### src/logic/hcr_pkg.sv
// package: field layout, window limits and types of the hopping code receiver
//
// What this block does
// - a transmitter that is not in the learned table never triggers a function.
// - for a normal word, the cleartext serial number is looked up in the table before decryption; learn words skip the lookup.
// - the hopping part is decrypted with the stored key, and the counter is used only if the discrimination bits match.
// - the counter is taken only from the decrypted part, never from the cleartext.
// - a counter 1 to 16 ahead of the stored one executes at once and is stored.
// - a counter further ahead, up to 32K, executes only after a second word with the next counter.
// - a counter outside both windows, including one already used, is dropped without any answer.
// - every executed word writes its counter back to the table, moving the windows forward.
// - when learning, the key is generated from the received serial number.
// - learning needs two good words with sequential counters, then stores serial, counter and key.
// - once learned, the key is fetched from the table for each normal word.
package hcr_pkg;
    localparam int SER_W = 28;
    localparam int CNT_W = 16;
    localparam int KEY_W = 64;
    localparam int BTN_W = 4;
    localparam int DISC_W = 12;
    localparam int STAT_W = 2;
    localparam int HOP_W = 32;
    // window limits as counter distances
    localparam logic [CNT_W-1:0] SINGLE_WIN = 16'h0010;
    localparam logic [CNT_W-1:0] DOUBLE_WIN = 16'h8000;
    localparam logic [CNT_W-1:0] CNT_STEP = 16'h0001;
    // key generation inputs: tag nibble above the serial number
    localparam logic [3:0] KGEN_LO_TAG = 4'h2;
    localparam logic [3:0] KGEN_HI_TAG = 4'h6;
    // discrimination value expected: low serial bits from this position
    localparam int DISC_LSB = 0;

    // received code word, fixed part first
    typedef struct packed {
        logic [STAT_W-1:0] status;
        logic [BTN_W-1:0] btn;
        logic [SER_W-1:0] serial;
        logic [HOP_W-1:0] hop;
    } hcr_word_s;

    typedef struct packed {
        logic [BTN_W-1:0] btn;
        logic [DISC_W-1:0] disc;
        logic [CNT_W-1:0] cnt;
    } hcr_plain_s;

    typedef struct packed {
        logic used;
        logic [SER_W-1:0] serial;
        logic [CNT_W-1:0] cnt;
        logic [KEY_W-1:0] key;
    } hcr_entry_s;

    typedef struct packed {
        logic [SER_W-1:0] serial;
        logic [BTN_W-1:0] btn;
        logic [STAT_W-1:0] status;
    } hcr_func_s;
endpackage : hcr_pkg

### src/logic/hcr_receiver.sv
// module: hopping code receiver, table lookup, decryption, window check and learning
`timescale 1ns/1ps
module hcr_receiver #(
    parameter int DEPTH = 8,
    parameter int ROUNDS = 64,
    parameter logic [63:0] MFR_KEY = 64'h0123_4567_89AB_CDEF // arbitrary
) (
    input wire logic mclk, // system clock, 10 MHz
    input wire logic arst_n, // async reset, active low
    input wire logic rx_valid, // code word present, taken when rx_ready
    input wire hcr_pkg::hcr_word_s rx_word, // demodulated code word
    input wire logic learn_mode, // level: learn new transmitters
    output logic rx_ready, // idle, next word may be offered
    output logic func_valid, // one-cycle: function to execute
    output hcr_pkg::hcr_func_s func, // serial, buttons, status of it
    output logic rx_reject, // one-cycle: serial not learned
    output logic learn_ok, // one-cycle: transmitter stored
    output logic learn_fail // one-cycle: learn word failed discrimination check
);
    import hcr_pkg::*;
    localparam int AW = $clog2(DEPTH);
    localparam logic [AW-1:0] LAST = AW'(DEPTH - 1);

    typedef enum logic [2:0] {
        ST_IDLE = 3'b000,
        ST_SCAN = 3'b001,
        ST_MATCH = 3'b010,
        ST_KEY_LO = 3'b011,
        ST_KEY_HI = 3'b100,
        ST_DECRYPT = 3'b101,
        ST_CHECK = 3'b110,
        ST_WRITE = 3'b111
    } hcr_state_e;

    hcr_state_e state;
    hcr_state_e next_state;
    hcr_word_s word;
    hcr_plain_s plain;
    logic lrn;
    logic [AW-1:0] idx;
    logic [AW-1:0] hit_idx;
    logic [KEY_W-1:0] key;
    logic [CNT_W-1:0] stored;
    logic pend_valid;
    logic [AW-1:0] pend_idx;
    logic [CNT_W-1:0] pend_cnt;
    logic lstage;
    logic [SER_W-1:0] lser;
    logic [CNT_W-1:0] lcnt;
    logic [AW-1:0] lptr;
    logic launch;
    logic next_launch;
    hcr_entry_s rd_data;
    hcr_entry_s wr_entry;
    logic [HOP_W-1:0] c_dout;
    logic c_done;

    // ------------------------------------------------------------
    // decode
    // ------------------------------------------------------------
    wire hit = rd_data.used && (rd_data.serial == word.serial);
    wire disc_ok = (plain.disc == word.serial[DISC_LSB +: DISC_W]);
    wire [CNT_W-1:0] diff = plain.cnt - stored;
    wire in_single = (diff != '0) && (diff <= SINGLE_WIN);
    wire in_double = (diff > SINGLE_WIN) && (diff <= DOUBLE_WIN);
    wire in_blocked = !in_single && !in_double;
    wire seq_ok = pend_valid && (pend_idx == hit_idx)
        && (plain.cnt == pend_cnt + CNT_STEP);
    wire learn_seq = lstage && (lser == word.serial)
        && (plain.cnt == lcnt + CNT_STEP);
    wire exec_go = !lrn && (in_single || (in_double && seq_ok));
    wire wr_en = (state == ST_WRITE);
    wire [AW-1:0] wr_addr = lrn ? lptr : hit_idx;
    wire [HOP_W-1:0] c_din = (state == ST_KEY_LO) ? {KGEN_LO_TAG, word.serial}
        : (state == ST_KEY_HI) ? {KGEN_HI_TAG, word.serial} : word.hop;
    wire [KEY_W-1:0] c_key = (state == ST_DECRYPT) ? key : MFR_KEY;
    assign wr_entry = '{used: 1'b1, serial: word.serial, cnt: plain.cnt, key: key};

    hcr_table #(.DEPTH(DEPTH)) u_table (
        .mclk(mclk),
        .arst_n(arst_n),
        .rd_addr(idx),
        .rd_data(rd_data),
        .wr_en(wr_en),
        .wr_addr(wr_addr),
        .wr_data(wr_entry)
    );

    hcr_cipher #(.ROUNDS(ROUNDS)) u_cipher (
        .mclk(mclk),
        .arst_n(arst_n),
        .start(launch),
        .key(c_key),
        .din(c_din),
        .dout(c_dout),
        .done(c_done)
    );

    // ------------------------------------------------------------
    // sequencing
    // ------------------------------------------------------------
    always_comb begin
        next_state = state;
        next_launch = 1'b0;
        case (state)
            ST_IDLE: begin
                if (rx_valid) begin
                    next_state = learn_mode ? ST_KEY_LO : ST_SCAN;
                    next_launch = learn_mode;
                end
            end
            ST_SCAN: next_state = ST_MATCH;
            ST_MATCH: begin
                if (hit) begin
                    next_state = ST_DECRYPT;
                    next_launch = 1'b1;
                end else if (idx == LAST) begin
                    next_state = ST_IDLE;
                end else begin
                    next_state = ST_SCAN;
                end
            end
            ST_KEY_LO: begin
                if (c_done) begin
                    next_state = ST_KEY_HI;
                    next_launch = 1'b1;
                end
            end
            ST_KEY_HI: begin
                if (c_done) begin
                    next_state = ST_DECRYPT;
                    next_launch = 1'b1;
                end
            end
            ST_DECRYPT: if (c_done) next_state = ST_CHECK;
            ST_CHECK: begin
                if (disc_ok && ((lrn && learn_seq) || exec_go)) begin
                    next_state = ST_WRITE;
                end else begin
                    next_state = ST_IDLE;
                end
            end
            ST_WRITE: next_state = ST_IDLE;
            default: next_state = ST_IDLE;
        endcase
    end

    always_ff @(posedge mclk or negedge arst_n) begin
        if (!arst_n) begin
            state <= ST_IDLE;
            launch <= 1'b0;
            rx_ready <= 1'b1;
        end else begin
            state <= next_state;
            launch <= next_launch;
            rx_ready <= (next_state == ST_IDLE);
        end
    end

    // ------------------------------------------------------------
    // word capture, table scan and key
    // ------------------------------------------------------------
    always_ff @(posedge mclk or negedge arst_n) begin
        if (!arst_n) begin
            word <= '0;
            lrn <= 1'b0;
            idx <= '0;
        end else if (state == ST_IDLE && rx_valid) begin
            word <= rx_word;
            lrn <= learn_mode;
            idx <= '0;
        end else if (state == ST_MATCH && !hit && idx != LAST) begin
            idx <= idx + AW'(1);
        end
    end

    always_ff @(posedge mclk or negedge arst_n) begin
        if (!arst_n) begin
            key <= '0;
            stored <= '0;
            hit_idx <= '0;
            plain <= '0;
        end else begin
            if (state == ST_MATCH && hit) begin
                key <= rd_data.key;
                stored <= rd_data.cnt;
                hit_idx <= idx;
            end
            if (state == ST_KEY_LO && c_done) key[31:0] <= c_dout;
            if (state == ST_KEY_HI && c_done) key[63:32] <= c_dout;
            if (state == ST_DECRYPT && c_done) plain <= c_dout;
        end
    end

    // ------------------------------------------------------------
    // resync pending word and learn buffer
    // ------------------------------------------------------------
    // one pending word only: a newer double-window word replaces it
    always_ff @(posedge mclk or negedge arst_n) begin
        if (!arst_n) begin
            pend_valid <= 1'b0;
            pend_idx <= '0;
            pend_cnt <= '0;
        end else if (state == ST_WRITE && !lrn) begin
            pend_valid <= 1'b0;
        end else if (state == ST_CHECK && disc_ok && !lrn && in_double && !seq_ok) begin
            pend_valid <= 1'b1;
            pend_idx <= hit_idx;
            pend_cnt <= plain.cnt;
        end
    end

    always_ff @(posedge mclk or negedge arst_n) begin
        if (!arst_n) begin
            lstage <= 1'b0;
            lser <= '0;
            lcnt <= '0;
            lptr <= '0;
        end else if (!learn_mode || (state == ST_WRITE && lrn)) begin
            lstage <= 1'b0;
            if (state == ST_WRITE && lrn) lptr <= lptr + AW'(1);
        end else if (state == ST_CHECK && lrn && disc_ok && !learn_seq) begin
            lstage <= 1'b1;
            lser <= word.serial;
            lcnt <= plain.cnt;
        end
    end

    // ------------------------------------------------------------
    // outputs
    // ------------------------------------------------------------
    always_ff @(posedge mclk or negedge arst_n) begin
        if (!arst_n) begin
            func_valid <= 1'b0;
            func <= '0;
            rx_reject <= 1'b0;
            learn_ok <= 1'b0;
            learn_fail <= 1'b0;
        end else begin
            func_valid <= wr_en && !lrn;
            if (wr_en && !lrn) func <= '{serial: word.serial, btn: plain.btn, status: word.status};
            rx_reject <= (state == ST_MATCH) && !hit && (idx == LAST);
            learn_ok <= wr_en && lrn;
            learn_fail <= (state == ST_CHECK) && lrn && !disc_ok;
        end
    end
endmodule : hcr_receiver

### src/logic/hcr_cipher.sv
// module: iterative nonlinear block decryptor, also used for key generation
`timescale 1ns/1ps
module hcr_cipher #(
    parameter int ROUNDS = 64,
    parameter logic [31:0] NLF = 32'h3A5C_742E
) (
    input wire logic mclk, // system clock
    input wire logic arst_n, // async reset, active low
    input wire logic start, // one-cycle launch
    input wire logic [hcr_pkg::KEY_W-1:0] key, // crypt key
    input wire logic [hcr_pkg::HOP_W-1:0] din, // block in
    output logic [hcr_pkg::HOP_W-1:0] dout, // block out
    output logic done // one-cycle finish pulse
);
    import hcr_pkg::*;
    localparam int CW = $clog2(ROUNDS + 1);
    localparam logic [CW-1:0] LAST = CW'(ROUNDS - 1);

    logic [CW-1:0] rnd;
    logic run;
    logic [KEY_W-1:0] k;
    wire [4:0] tap = {dout[30], dout[25], dout[19], dout[8], dout[0]};
    wire new_bit = dout[31] ^ dout[15] ^ k[15] ^ NLF[tap];

    always_ff @(posedge mclk or negedge arst_n) begin
        if (!arst_n) begin
            rnd <= '0;
            run <= 1'b0;
            done <= 1'b0;
            dout <= '0;
            k <= '0;
        end else if (start) begin
            rnd <= '0;
            run <= 1'b1;
            done <= 1'b0;
            dout <= din;
            k <= key;
        end else if (run) begin
            dout <= {dout[30:0], new_bit};
            k <= {k[KEY_W-2:0], k[KEY_W-1]};
            rnd <= rnd + CW'(1);
            run <= (rnd != LAST);
            done <= (rnd == LAST);
        end else begin
            done <= 1'b0;
        end
    end
endmodule : hcr_cipher

### src/logic/hcr_table.sv
// module: learned transmitter table, registered read
`timescale 1ns/1ps
module hcr_table #(
    parameter int DEPTH = 8
) (
    input wire logic mclk, // system clock
    input wire logic arst_n, // async reset, active low
    input wire logic [$clog2(DEPTH)-1:0] rd_addr, // read index
    output hcr_pkg::hcr_entry_s rd_data, // entry, one cycle after address
    input wire logic wr_en, // write strobe
    input wire logic [$clog2(DEPTH)-1:0] wr_addr, // write index
    input wire hcr_pkg::hcr_entry_s wr_data // entry to store
);
    import hcr_pkg::*;
    hcr_entry_s mem [DEPTH];

    // only the used flag needs a reset value; an empty slot never matches
    genvar g;
    generate
        for (g = 0; g < DEPTH; g++) begin : g_entry
            always_ff @(posedge mclk or negedge arst_n) begin
                if (!arst_n) begin
                    mem[g] <= '0;
                end else if (wr_en && (wr_addr == g)) begin
                    mem[g] <= wr_data;
                end
            end
        end
    endgenerate

    always_ff @(posedge mclk or negedge arst_n) begin
        if (!arst_n) begin
            rd_data <= '0;
        end else begin
            rd_data <= mem[rd_addr];
        end
    end
endmodule : hcr_table

### config.mk
export PLATFORM = sky130hd
export DESIGN_NAME = hcr_receiver
export DESIGN_NICKNAME = d
export VERILOG_FILES = /design/src/logic/hcr_pkg.sv /design/src/logic/hcr_receiver.sv /design/src/logic/hcr_cipher.sv /design/src/logic/hcr_table.sv
export SDC_FILE = /design/constraint.sdc
export NUM_CORES = 2
export LEC_CHECK = 0
export BUFFER_PORTS_ARGS = -buffer_cell sky130_fd_sc_hd__buf_4
export CAP_MARGIN = 20
export CORE_UTILIZATION = 60
export CTS_CLUSTER_DIAMETER = 150
export CTS_CLUSTER_SIZE = 28
export DETAILED_ROUTE_END_ITERATION = 6
export PLACE_DENSITY = 0.87
export SETUP_SLACK_MARGIN = 0.15
export SYNTH_ARGS = -nofsm -noshare
export SYNTH_HDL_FRONTEND = slang
export SYNTH_SLANG_ARGS = --single-unit
### constraint.sdc
create_clock -name mclk -period 4.45 [get_ports mclk]
set_input_delay 0.6675 -clock mclk [delete_from_list [all_inputs] [get_ports mclk]]
set_output_delay 0.6675 -clock mclk [all_outputs]
set_load 0.02 [all_outputs]
# Word level (Yosys, flattened, before mapping)
# Memory sizes are Yosys's and may differ from the RTL's.
# Index checks and enable logic that the tools add are counted.
[totals]
latch_bits = 0
out_inout_bits = 39
ramBits = 0
regBits = 1378
n_memories = 1
elab_cells = 212
romBits = 32
[op_classes]
n_reduce_logical = 60
n_eq_ne = 24
shift = 0
n_addsub = 6
mul = 0
n_bitwise = 6
mux = 40
order_cmp = 5
div = 0
[memory_table]
columns = ["name", "depth", "width", "read_ports", "rd_clocked_by_memory_dff", "write_ports", "line", "text"]
rows = [
  ["(name not given)", 32, 1, 1, 0, 0, "hcr_cipher.sv:23", "wire new_bit = dout[31] ^ dout[15] ^ k[15] ^ NLF[tap];"],
]
[ops]
columns = ["operator", "n"]
rows = [
  ["$bmux W109 S3", 1],
  ["$mux W64", 4],
  ["$mux W109", 2],
  ["$mux W32", 6],
  ["$eq A28 B28 Y1", 2],
  ["$logic_and A1 B1 Y1", 37],
  ["$add A16 B1 Y16 const B", 2],
  ["$eq A16 B16 Y1", 2],
  ["$eq A3 B3 Y1 const B", 9],
  ["$mux W3", 9],
  ["$pmux W3 S8", 1],
  ["$gt A16 B5 Y1 const B", 1],
  ["$le A16 B16 Y1 const B", 1],
  ["$le A16 B5 Y1 const B", 1],
  ["$reduce_bool A16 Y1", 1],
  ["$sub A16 B16 Y16", 1],
  ["$mux W7", 2],
  ["$mux W1", 13],
  ["$eq A12 B12 Y1", 1],
  ["$eq A3 B2 Y1 const B", 4],
  ["$reduce_bool A2 Y1", 6],
  ["$logic_not A3 Y1", 3],
  ["$add A7 B1 Y7 const B", 1],
  ["$eq A7 B6 Y1 const B", 1],
  ["other kinds (16)", 30],
]

# Longest topological paths before layout
[depth]
depth_word = 11
depth_mapped = 13
ltp_nobuf = 11

# Cells and area by module
# From an unflattened synthesis, not the netlist that was laid out.
[hier_totals]
hier_cells = 4239
hier_area_um2 = 61622.9
[by_module_without_submodules]
columns = ["mod", "cells_each", "seq_area_each_um2", "area_per_inst_um2", "n_inst"]
rows = [
  ["hcr_table", 2344, 24548.5, 41385.9, 1],
  ["hcr_receiver", 1428, 7308.3, 15368.5, 1],
  ["hcr_cipher", 467, 2627.5, 4868.4, 1],
]

# Worst setup path before layout
# No wires, ideal clock.
[synth_path]
path_type = "register to register"
startpoint = "reg plain[0] in the netlist's numbering"
endpoint = "reg pend_cnt[0]"
t_arrival_ns = 3.161
slack_ns = 1.164
stages_incl_launch_ff = 14
path_cell_list = "dfrtp_1 > clkbuf_1 > inv_1 > ha_1 > nor2b_4 > o31a_1 > o211a_1 > or4_1 > and3_1 > nor4_4 > nand3_1 > a22oi_2 > buf_6 > mux2_4"
[synth_between]
elab_chain_len = 6
[synth_lines]
columns = ["item", "line", "text"]
rows = [
  ["start, declared", "hcr_receiver.sv:38", "hcr_plain_s plain;"],
  ["start signal, assigned", "hcr_receiver.sv:191", "if (state == ST_DECRYPT && c_done) plain <= c_dout;"],
  ["$sub A16 B16 Y16", "hcr_receiver.sv:63", "wire [CNT_W-1:0] diff = plain.cnt - stored;"],
  ["$gt A16 B5 Y1 / $le A16 B16 Y1 (equally long branches)", "hcr_receiver.sv:65", "wire in_double = (diff > SINGLE_WIN) && (diff <= DOUBLE_WIN);"],
  ["$logic_and A1 B1 Y1", "hcr_receiver.sv:65", ""],
  ["$logic_and A1 B1 Y1 (2 in a row)", "hcr_receiver.sv:206", "end else if (state == ST_CHECK && disc_ok && !lrn && in_double && !seq_ok) begin"],
  ["$reduce_and A2 Y1 (no source line)", "--", ""],
  ["end signal, assigned", "hcr_receiver.sv:209", "pend_cnt <= plain.cnt;"],
  ["end, declared", "hcr_receiver.sv:46", "logic [CNT_W-1:0] pend_cnt;"],
]
# Several ways; a longest one is shown, not always the timed one.
# A chain may end at the register's enable or synchronous reset.

# Worst setup path after layout
[layout_path]
startpoint = "reg plain[3] in the netlist's numbering"
endpoint = "reg pend_cnt[11]"
[layout_between]
elab_chain_len = 6
[layout_lines]
columns = ["item", "line"]
rows = [
  ["$sub A16 B16 Y16", "hcr_receiver.sv:63"],
  ["$gt A16 B5 Y1 / $le A16 B16 Y1 (equally long branches)", "hcr_receiver.sv:65"],
  ["$logic_and A1 B1 Y1", "hcr_receiver.sv:65"],
  ["$logic_and A1 B1 Y1", "hcr_receiver.sv:206"],
  ["$logic_and A1 B1 Y1 (*)", "hcr_receiver.sv:206"],
  ["$reduce_and A2 Y1 (no source line) (*)", "--"],
]
# Mark *: on every way between the ends. The rest lies on a longest branch, timed or not.

==> impl_results.md <==
* Worst Skew at 0.0309 ns
* GRT overflow at 0
* Layout area overhead at 5.91%
* CTS sink cnt at 1378
* Top cells by count, synth: dfrtp_1, mux2_2, clkbuf_1
* Clk_lat worst skew at 0.71 ns
* Setup Fix Bufs, Post-CTS at 0
* Initial Util at 60.5%
* First-pass GRT wire length at 224000 um
* Worst-path clk slew at 0.11 ns
* CTS tree: yes
* Post-synth EDFFs at 0
* Hold-fix buffers, CTS at 0
* CP max-delay cell: dfrtp_1
* DP Wirelength at 84700 um
* Worst slack, placed at 0.615 ns
* Nature of the critical path endpoint: flop
* Top FF cell, synth: dfrtp_1
* Pleak at 32.2 nW
* Die outline height at 322 um
* Most frequent cell after synthesis: dfrtp_1
* Ports at 109
* Syn avg cell area at 14.5 um^2
* Die ar. at 104000 um^2
* Number of remaining DRC errors at 0
* CTS Buffer Depth at 3
* Cell Chain, Critical Path: ha_1, o211a_1, o31a_1, o211a_1, or4_1, and3_1, nor4_4, nand3_1, a22oi_2, buf_4, mux2_4
* Syn Nets at 4341
* Distinct cells, synth at 72
* Max-slew violations at 0
* Root Buffer: clkbuf_16
* Die width at 322 um
* Cell count after synthesis at 4250
* Period utilization at 87.8%
* CP dominant cell by count: o211a_1
* CP delay by family, top: simple AND/OR/NAND/NOR gates
* Synth warn at 0
* Share of cells above drive strength 1 at 40.7%
* CTS Buf Count at 55
* Port bufs at 104
* Vias at 35500
* Actual slew at the worst max-slew pin at 1.06 ns
* Status: finished, violations left
* Max Fanout on Critical Path at 20
* CP startpoint kind: flop
* First-pass DRT Iterations at 7
* WS Path Type: flop to flop
* Largest area contributor in the netlist: dfrtp_1
* Worst Slack Setup Final at 0.541 ns
* Fin Hold WS at -0.0337 ns
* # setup viols final at 0
* Multi-input gate area at 25400 um^2
* RSZ-0062 raised after global routing: no
* Initial antenna violation count at 9
* CP bufs+invs at 1
* Synth Cell Area at 61500 um^2
* FF+latch count, synth at 1378
* CTS H-Tree Depth at 2
* Rows at 117
* Vias in the first global route at 37700
* Failing checks: negative hold slack
* Power per cell area at 361 nW/um^2
* GP Congestion at 0.885
* Sequential fraction of the synthesis area at 56.0%
* Hold Path Class: primary input to async pin
* Post_cts resized at 0
* WP data required at 5.03 ns
* Pin count of the biggest net entering global routing at 141
* VDD IR max at 0.435 mV
* CORE AREA at 102000 um^2
* Routed Antenna Nets at 0
* Fin crit period at 3.91 ns
* Post-synth top area share at 56.0%
* Initial detailed-routing violation count at 3076
* Max_cap viols at 0
* Maximum operating frequency at 256 MHz
* Final net count at 4220
* Worst path arrival time at 4.49 ns
* Post-Route WL at 141000 um
* FF+latch area at 34500 um^2
* Tot GR Track Use at 27.9%
* DR vias/cell at 6.44
* Slowest cell delay on critical path at 0.75 ns
* Final hold violations at 8
* Setup TNS at 0 ns
* Async SR Flop Fraction at 100%
* Worst slew margin at 29.5%
* Fillcell total at 7017
* Routed wire per std cell at 25.6 um
* Dominant cells by area after synthesis: dfrtp_1, mux2_2, mux4_2
[power breakdown]
part | total (mW) | internal [mW] | switching [mW]
Clock | 6.14 | 2.30 | 3.84
Combinational | 3.63 | 1.64 | 1.99
Sequential | 13.8 | 12.9 | 0.857
Total | 23.5 | 16.9 | 6.69
[cell usage in the layout (no fill, tap or decap), types with 5 or more instances in the layout]
master,n
mux2_2,1112
nand4_1,24
mux4_2,218
or2_2,6
nor3b_1,7
nand2_1,213
nand3b_1,7
nor3_1,8
buf_4,172
and2_1,8
mux2i_1,131
buf_12,30
nor2_1,73
inv_1,26
nor2b_1,33
xor2_1,54
nand2b_1,12
nand3_1,19
clkbuf_1,9
mux2_4,59
or3_1,5
o21ai_0,102
dfrtp_1,1372
and3_1,8
a21oi_1,87
ha_1,21
and4_1,6
dfrtp_4,5
nand4b_1,6
clkbuf_16,55
a211oi_1,33
xnor2_1,77
o22a_1,34
a31oi_1,7
nor4_1,17
[flip-flops by register name (all words and copies together) (netlist names), 16 cells and up]
register / count
func: 34
key: 64
lcnt: 16
lser: 28
pend_cnt: 16
plain: 32
stored: 16
u_cipher.dout: 32
u_cipher.k: 64
u_table.mem: 872
u_table.rd_data: 109
word: 62
[stage by stage]
step	total power, mW	cell area, um^2	hold WS, ns	utilization [%]	instances
final	23.5	65200	-0.0337	64.1	5510
after global routing	24.4	65200	0.0364	64.1	5509
after CTS	23.6	65200	0.00604	64.1	5509
after detailed placement	17.6	63700	0.447	62.6	5440
after global placement	17.6	63700	0.445	62.6	5440
after floorplan	16.2	61500	0.372	-	4250
[kinds of logic (layout without fill, tap and decap cells)]
group | after synthesis | after routing | share of synthesized area (%)
compound gates | 310 | 310 | 3.14
xor+xnor | 132 | 132 | 1.89
fa+ha+maj | 21 | 21 | 0.427
buf+inv | 408 | 299 | 2.78
flops | 1378 | 1378 | 56.0
mux | 1520 | 1520 | 31.9
other cells | 0 | 1 | 0
simple gates | 481 | 481 | 3.82
[worst paths after layout]
kind / from / endpoint / slack (ns) / cells past startpoint
max in group asynchronous: arst_n / u_table.mem[383]$_DFFE_PN0P_ / 3.24 / 2
max: plain[3]$_DFFE_PN0P_ / pend_cnt[11]$_DFFE_PN0P_ / 0.54 / 11
min reg2reg: u_table.mem[653]$_DFFE_PN0P_ / u_table.mem[653]$_DFFE_PN0P_ / 0.48 / 1
max reg2reg: plain[3]$_DFFE_PN0P_ / pend_cnt[11]$_DFFE_PN0P_ / 0.54 / 11
min: arst_n / u_table.mem[7]$_DFFE_PN0P_ / -0.03 / 1
min in group mclk: rx_word[17] / word[17]$_DFFE_PN0P_ / 0.19 / 2
[layout make-up]
cell class                      count  area share, %
Inverter                           27          0.156
Antenna cell                        1        0.00384
Sequential cell                  1378           52.9
Timing Repair Buffer              203           2.95
Clock inverter                      5          0.117
Tap cell                         1368           2.63
Multi-Input combinational cell   2464           39.0
Clock buffer                       64           2.16
[layer usage]
metal	track usage (%)	wire length, um
met5	0	17
met4	7.10	3300
met3	4.32	9400
met2	45.8	69300
met1	39.4	59000
(Power assumes the default switching activity.)
